<file path="config.mk">
export PLATFORM = sky130hd
export DESIGN_NAME = pic_ctrl
export DESIGN_NICKNAME = d
export VERILOG_FILES = /design/src/pic_ctrl.v /design/src/pic_pick.v
export VERILOG_INCLUDE_DIRS = /design/src
export SDC_FILE = /design/constraint.sdc
export NUM_CORES = 1
export LEC_CHECK = 0
export ABC_AREA = 1
export BUFFER_PORTS_ARGS = -buffer_cell sky130_fd_sc_hd__clkbuf_2
export CAP_MARGIN = 20
export CORE_UTILIZATION = 35
export DETAILED_ROUTE_END_ITERATION = 8
export PLACE_DENSITY = 0.59
export SYNTH_ARGS = -nofsm -noshare
export SYNTH_HDL_FRONTEND = slang
export SYNTH_SLANG_ARGS = --single-unit
</file>
<file path="constraint.sdc">
create_clock -name clk -period 3.1 [get_ports clk]
set_input_delay 0.465 -clock clk [delete_from_list [all_inputs] [get_ports clk]]
set_output_delay 0.465 -clock clk [all_outputs]
set_load 0.005 [all_outputs]
</file>
<file path="src/pic_map.vh">
`ifndef PIC_MAP_VH
`define PIC_MAP_VH

// Source count and level encoding
`define PIC_NSRC 8
`define PIC_IDX_W 3
`define PIC_LVL_W 2
`define PIC_LVL_OFF 2'h0
`define PIC_LVL_1 2'h1
`define PIC_LVL_2 2'h2
`define PIC_LVL_3 2'h3
// Source index of the watchdog interrupt request
`define PIC_WDT_SRC 3'h0
// Trap cause codes
`define PIC_TRAP_W 3
`define PIC_TRAP_NONE 3'h0
`define PIC_TRAP_SW 3'h1
`define PIC_TRAP_ILLEGAL 3'h2
`define PIC_TRAP_OSC_FAIL 3'h3
`define PIC_TRAP_WDOSC_FAIL 3'h4
// Reset values
`define PIC_REQ_RST 8'h00
`define PIC_EN_RST 8'h00
`define PIC_LVL_RST 16'h0000

`endif

</file>
<file path="src/pic_ctrl.v">
// Behaviour
// - Writing one to the global enable bit sets the global interrupt enable.
// - Global enable clears on disable instruction, acknowledge, write of zero, reset or any trap.
// - Three levels exist and level 3 beats level 2, which beats level 1.
// - Within one level a fixed per-source ranking decides, also when all share one level.
// - An enabled watchdog interrupt is always at level 3; reset and traps are not ranked.
// - Sources pulse for one clock and each pulse is caught in a sticky request bit.
// - An acknowledge clears the matching request bit.
// - Software writing zero to a request bit clears that pending request.
// - Watchdog reset select at zero turns a time-out into an interrupt, at one into a reset.
`timescale 1ns/100ps
`include "pic_map.vh"

module pic_ctrl (
  input wire clk, // System clock, 25 MHz
  input wire resetn, // Asynchronous reset, active low
  input wire [`PIC_NSRC-1:0] src_pulse, // One-cycle requests from sources
  input wire wdt_timeout, // One-cycle watchdog time-out pulse
  input wire watchdog_reset_select, // Option bit: 1 reset, 0 interrupt
  input wire gie_wr, // Write strobe for global enable bit
  input wire gie_wdata, // Value written to global enable
  input wire disable_irq_instruction, // Disable instruction executed
  input wire [`PIC_TRAP_W-1:0] trap_code, // Trap taken this cycle
  input wire req_wr, // Write strobe for request register
  input wire [`PIC_NSRC-1:0] req_wdata, // Request register write data
  input wire en_wr, // Write strobe for source enables
  input wire [`PIC_NSRC-1:0] en_wdata, // Source enable write data
  input wire lvl_wr, // Write strobe for source levels
  input wire [2*`PIC_NSRC-1:0] lvl_wdata, // Two bits of level per source
  input wire irq_ack, // Core acknowledges presented request
  output reg global_irq_enable, // Global enable state
  output reg [`PIC_NSRC-1:0] req_status, // Sticky pending requests
  output reg irq_valid, // A request is presented
  output reg [`PIC_IDX_W-1:0] irq_idx, // Index of presented request
  output reg [`PIC_LVL_W-1:0] irq_level, // Level of presented request
  output reg wdt_reset_req // Watchdog time-out demands reset
);

  ////////////////////////////////////////////////////////////////////////////
  // State
  reg [`PIC_NSRC-1:0] src_en_r;
  reg [2*`PIC_NSRC-1:0] src_lvl_r;
  reg [`PIC_NSRC-1:0] src_en_nxt;
  reg [2*`PIC_NSRC-1:0] src_lvl_nxt;
  reg [`PIC_NSRC-1:0] req_nxt;
  reg gie_nxt;
  reg trap_any;
  wire wdt_irq_pulse;
  wire [`PIC_NSRC-1:0] raw_pulse;
  wire ack_taken;
  wire [`PIC_NSRC-1:0] ack_clr;
  wire [`PIC_NSRC-1:0] live;
  wire [`PIC_NSRC-1:0] at_l3;
  wire [`PIC_NSRC-1:0] at_l2;
  wire [`PIC_NSRC-1:0] at_l1;
  wire f3, f2, f1;
  wire [`PIC_IDX_W-1:0] i3, i2, i1;
  wire valid_nxt;
  wire [`PIC_IDX_W-1:0] idx_nxt;
  wire [`PIC_LVL_W-1:0] level_nxt;

  ////////////////////////////////////////////////////////////////////////////
  // Watchdog time-out routing
  // Time-out becomes an interrupt only when reset select is zero
  assign wdt_irq_pulse = wdt_timeout & ~watchdog_reset_select;
  assign raw_pulse = src_pulse |
    ({{(`PIC_NSRC-1){1'b0}}, wdt_irq_pulse} << `PIC_WDT_SRC);

  always @(posedge clk or negedge resetn) begin
    if (!resetn) begin
      wdt_reset_req <= 1'b0;
    end else begin
      wdt_reset_req <= wdt_timeout & watchdog_reset_select;
    end
  end

  ////////////////////////////////////////////////////////////////////////////
  // Trap decode: every trap cause drops the global enable
  // Undefined nonzero codes are still taken as traps, the safe side
  always @* begin
    case (trap_code)
      `PIC_TRAP_NONE: trap_any = 1'b0;
      `PIC_TRAP_SW: trap_any = 1'b1;
      `PIC_TRAP_ILLEGAL: trap_any = 1'b1;
      `PIC_TRAP_OSC_FAIL: trap_any = 1'b1;
      `PIC_TRAP_WDOSC_FAIL: trap_any = 1'b1;
      default: trap_any = 1'b1;
    endcase
  end

  ////////////////////////////////////////////////////////////////////////////
  // Configuration
  // A write replaces the whole field at once
  always @* begin
    src_en_nxt = src_en_r;
    if (en_wr) begin
      src_en_nxt = en_wdata;
    end
  end

  always @* begin
    src_lvl_nxt = src_lvl_r;
    if (lvl_wr) begin
      src_lvl_nxt = lvl_wdata;
    end
  end

  always @(posedge clk or negedge resetn) begin
    if (!resetn) begin
      src_en_r <= `PIC_EN_RST;
      src_lvl_r <= `PIC_LVL_RST;
    end else begin
      src_en_r <= src_en_nxt;
      src_lvl_r <= src_lvl_nxt;
    end
  end

  ////////////////////////////////////////////////////////////////////////////
  // Request register: new pulses win over any clear in the same cycle
  // An acknowledge only counts while a request is presented
  assign ack_taken = irq_ack & irq_valid;
  assign ack_clr = ack_taken ?
    ({{(`PIC_NSRC-1){1'b0}}, 1'b1} << irq_idx) : {`PIC_NSRC{1'b0}};

  always @* begin
    req_nxt = req_status;
    if (req_wr) begin
      req_nxt = req_nxt & req_wdata;
    end
    req_nxt = req_nxt & ~ack_clr;
    req_nxt = req_nxt | raw_pulse;
  end

  always @(posedge clk or negedge resetn) begin
    if (!resetn) begin
      req_status <= `PIC_REQ_RST;
    end else begin
      req_status <= req_nxt;
    end
  end

  ////////////////////////////////////////////////////////////////////////////
  // Global enable: a clear event beats a write of one in the same cycle
  always @* begin
    gie_nxt = global_irq_enable;
    if (gie_wr) begin
      gie_nxt = gie_wdata;
    end
    if (disable_irq_instruction) begin
      gie_nxt = 1'b0;
    end
    if (ack_taken) begin
      gie_nxt = 1'b0;
    end
    if (trap_any) begin
      gie_nxt = 1'b0;
    end
  end

  always @(posedge clk or negedge resetn) begin
    if (!resetn) begin
      global_irq_enable <= 1'b0;
    end else begin
      global_irq_enable <= gie_nxt;
    end
  end

  ////////////////////////////////////////////////////////////////////////////
  // Level decode on next state, so the registered outputs describe the state beside them
  // Watchdog source is forced to level 3; level 0 keeps a source out of the ranking
  genvar g;
  generate
    for (g = 0; g < `PIC_NSRC; g = g + 1) begin : g_lvl
      wire [`PIC_LVL_W-1:0] lv;
      assign lv = (g == `PIC_WDT_SRC) ? `PIC_LVL_3 : src_lvl_nxt[2*g+1:2*g];
      assign live[g] = req_nxt[g] & src_en_nxt[g];
      assign at_l3[g] = live[g] & (lv == `PIC_LVL_3);
      assign at_l2[g] = live[g] & (lv == `PIC_LVL_2);
      assign at_l1[g] = live[g] & (lv == `PIC_LVL_1);
    end
  endgenerate

  // One fixed ranking per level
  pic_pick u_pick3 (
    .cand(at_l3), // Level 3 candidates
    .found(f3), // Any at level 3
    .idx(i3) // Winner at level 3
  );
  pic_pick u_pick2 (
    .cand(at_l2), // Level 2 candidates
    .found(f2), // Any at level 2
    .idx(i2) // Winner at level 2
  );
  pic_pick u_pick1 (
    .cand(at_l1), // Level 1 candidates
    .found(f1), // Any at level 1
    .idx(i1) // Winner at level 1
  );

  // Higher level always wins regardless of source index
  assign idx_nxt = f3 ? i3 : (f2 ? i2 : i1);
  assign level_nxt = f3 ? `PIC_LVL_3 : (f2 ? `PIC_LVL_2 : (f1 ? `PIC_LVL_1 : `PIC_LVL_OFF));
  assign valid_nxt = gie_nxt & (f3 | f2 | f1);

  ////////////////////////////////////////////////////////////////////////////
  // Presented request, registered from next state so it changes with the state it shows
  always @(posedge clk or negedge resetn) begin
    if (!resetn) begin
      irq_valid <= 1'b0;
      irq_idx <= {`PIC_IDX_W{1'b0}};
      irq_level <= `PIC_LVL_OFF;
    end else begin
      irq_valid <= valid_nxt;
      irq_idx <= idx_nxt;
      irq_level <= level_nxt;
    end
  end

endmodule // pic_ctrl

</file>
<file path="src/pic_pick.v">
`timescale 1ns/100ps
`include "pic_map.vh"

module pic_pick (
  input wire [`PIC_NSRC-1:0] cand, // Candidates at one level
  output reg found, // Any candidate present
  output reg [`PIC_IDX_W-1:0] idx // Lowest index wins
);

  integer i;

  // Fixed ranking: lower source index ranks higher
  always @* begin
    found = 1'b0;
    idx = {`PIC_IDX_W{1'b0}};
    for (i = `PIC_NSRC-1; i >= 0; i = i - 1) begin
      if (cand[i]) begin
        found = 1'b1;
        idx = i[`PIC_IDX_W-1:0];
      end
    end
  end

endmodule // pic_pick

</file>
==> impl_metrics.py <==
metrics = {
    "setup_path": {
        "worstPathMaxFanout": 27,
        "cp-end-kind": "flop",
        "crit_required_ns": 3.28,
        "r2r-start": "irq_valid",
        "crit_slowest_cell": "clkbuf_2",
        "crit_type": "input pin to flop",
        "cp.arrival_ns": 2.18,
        "crit_path_max_incr_delay_ns": 0.58,
        "reg2reg_slack_ns": 1.35,
        "reg2reg_to": "irq_valid",
        "reg2reg_depth": 11,
        "crit_path_cell_trace": "clkbuf_2 > o21ai_1 > and2_1 > nand3_2 > nand2_2 > nor2_4 > nand2_2 > nor2_2 > nand2_1 > nand3_1 > nand2_1",
        "critPathLaunchType": "input pin",
    },
    "route": {
        "wl_um": 4676,
        "ant_nets": 0,
        "via_per_inst": 4.422,
        "drtIter0Drc": 59,
        "vias": 1888,
        "dr.pass1.iters": 4,
        "wl_per_cell_um": 10.95,
        "route.detailed.drc": 0,
    },
    "final_layout": {
        "nets": 405,
        "synthToLayoutAreaGrowth_pct": 23.38,
        "register_area_um2": 950.9,
        "multiInputGateArea_um2": 962.2,
        "n_fill_cell": 619,
        "antennaDiodeCount": 0,
        "most-common-layout-cells": "nand2_1, clkbuf_2, inv_1",
        "mostFrequentLayoutCell": "nand2_1",
        "layout-drive-gt1-share_pct": 34.66,
    },
    "synthesis": {
        "syn-instance-count": 280,
        "synthMuxAreaShare_pct": 3.202,
        "synthSimpleGateAreaFrac_pct": 30.42,
        "synth_fp_nets": 334,
        "synth-xor-area-share_pct": 0,
        "synth_cell_types": 27,
        "synthAdderAreaFrac_pct": 0,
        "synth_compound_area_share_pct": 10.35,
        "avgSynthCellArea_um2": 7.816,
        "synth.largest_area_cell": "dfrtp_1",
        "synth_seq_cells": 38,
        "synth_top_family_by_area": "simple AND/OR/NAND/NOR gates",
        "async_reset_ff_share_pct": 100.0,
        "synth-main-ff-cell": "dfrtp_1",
        "synthesis.area_um2": 2188,
        "yosysSeqAreaShare_pct": 43.45,
        "synth-edff-count": 0,
        "synth_area_leaders": "dfrtp_1, nand2_1, inv_1, o21ai_2, nand3_1",
        "yosysWarningCount": 0,
        "synthDominantCellAreaShare_pct": 43.45,
    },
    "run": {
        "drv_cap": 0,
    },
    "placement": {
        "gp_congestion": 0.7825,
        "hpwl_um": 3768,
        "portBuffers": 67,
    },
    "floorplanning": {
        "num_io_pins": 70,
        "die_w_um": 81.07,
        "start_util_pct": 36.53,
        "die_area_um2": 6572,
        "rows": 28,
        "placeableCoreArea_um2": 5991,
        "die_h_um": 81.07,
    },
    "timing": {
        "max_freq_ghz": 0.5012,
        "hold_viol_final": 0,
        "setup_viol": 0,
        "rsz0062_at_grt": "no",
        "slew_headroom_pct": 48.35,
        "period_minus_slack_ns": 1.995,
        "worst-slew-pin-transition_ns": 0.7748,
        "setup_tns_ns": 0,
        "fin_crit_sh_pct": 64.36,
        "drv_slew": 0,
        "fin_skew_ns": 0.005863,
    },
    "clock_tree": {
        "ctsResizeCount": 0,
        "clk_pin_slew_ns": 0.08,
        "htree_levels": 2,
        "cts_hold_buf": 0,
        "cts_root_buffer": "clkbuf_8",
        "cts_setup_buffers": 0,
        "cts_buffers": 5,
        "cts_tree": "built",
        "cts.sinks": 38,
        "clk_latency_ns": 0.29,
        "clockBufferDepth": 2,
    },
    "power": {
        "peakVddDrop_uv": 224.6,
        "total_power_w": 0.001284,
        "p_per_area_nw_per_um2": 475.7,
        "power_leakage_nw": 1.523,
    },
    "hold_path": {
        "hold_class": "input pin to asynchronous set/reset pin",
    },
    "grt": {
        "grt_max_degree": 39,
        "grt_pass1_wl_um": 7679,
        "antenna_found_initial": 0,
        "grt.total_usage_pct": 15.68,
        "grt_pass1_vias": 1794,
        "grt_overflow": 0,
    },
    "outcome": {
        "status": "complete, no violations",
    },
}
## through the flow
stage	util (%)	hold WS, ns	instances	worst slack [ns]	cell area (µm²)
after floorplan	-	0.1694	280	1.421	2188
after global placement	42.79	0.4822	418	0.8013	2564
after detailed placement	42.79	0.4874	418	0.7910	2564
after CTS	44.61	0.3451	426	1.096	2673
after global routing	45.07	0.1874	427	0.9451	2700
final	45.07	0.1370	427	1.105	2700
## cell families after synthesis
family	count (synthesis)
AO/OA/AOI/OAI	32
AND/OR/NAND/NOR	141
buffers and inverters	63
multiplexers	6
flip-flops	38
## routing by layer
metal	up-vias	GRT usage, %	part of all wire, %
met3	7	2.472	4.0
met5	-	0	0
met4	0	6.786	1.5
met1	822	20.66	50
li1	1012	-	-
met2	47	25.38	45
## Yosys cell counts (2+ instances only)
master	count
dfrtp_1	38
nor2_1	16
nand2_1	73
nor3_1	2
nand3_2	4
inv_1	55
inv_2	4
o21ai_0	3
a21boi_0	6
nand2_2	11
nor2_2	7
o21ai_2	13
nand3b_1	2
nand4_1	8
buf_6	3
nand3_1	14
mux2_2	4
o21ai_1	8
## how the worst max path moves through the flow
stage | startpoint | to | slack [ns] | cells after the start
after floorplan | lvl_wr | irq_valid | 1.42 | 10
after global placement | lvl_wr | irq_idx[0] | 0.80 | 11
after detailed placement | lvl_wr | irq_idx[0] | 0.79 | 11
after CTS | lvl_wr | irq_idx[0] | 1.10 | 11
after global routing | lvl_wr | irq_valid | 0.95 | 10
final | lvl_wr | irq_idx[0] | 1.10 | 11
## state kept, by name (all words and copies together), names as in the netlist
| name | count |
|---|---|
| global_irq_enable | 1 |
| irq_idx | 3 |
| irq_level | 2 |
| irq_valid | 1 |
| req_status | 8 |
| src_en_r | 8 |
| src_lvl_r | 14 |
| wdt_reset_req | 1 |
## power by group
part / leakage (nW) / internal (W) / total, W / switching, W
clock: 0.0579 / 0.000237 / 0.000413 / 0.000177
combinational: 1.03 / 0.000120 / 0.000303 / 0.000183
sequential: 0.436 / 0.000544 / 0.000568 / 0.0000242
total: 1.52 / 0.000901 / 0.00128 / 0.000384
## critical path, delay by kind of cell
kind / cells / cell delay [ns]
AO/OA/AOI/OAI: 1 / 0.27
AND/OR/NAND/NOR: 9 / 0.86
buffers and inverters: 1 / 0.58
## cell type report
| cell class | instances | share of cell area (%) |
|---|---|---|
| clock buffers | 5 | 2.549 |
| clock inverters | 3 | 1.483 |
| inverters | 59 | 8.202 |
| multi-input cells | 179 | 35.63 |
| flip-flops and latches | 38 | 35.22 |
| well taps | 75 | 3.475 |
| repair buffers | 68 | 13.44 |
No activity file was read; power rests on OpenSTA's default activity.
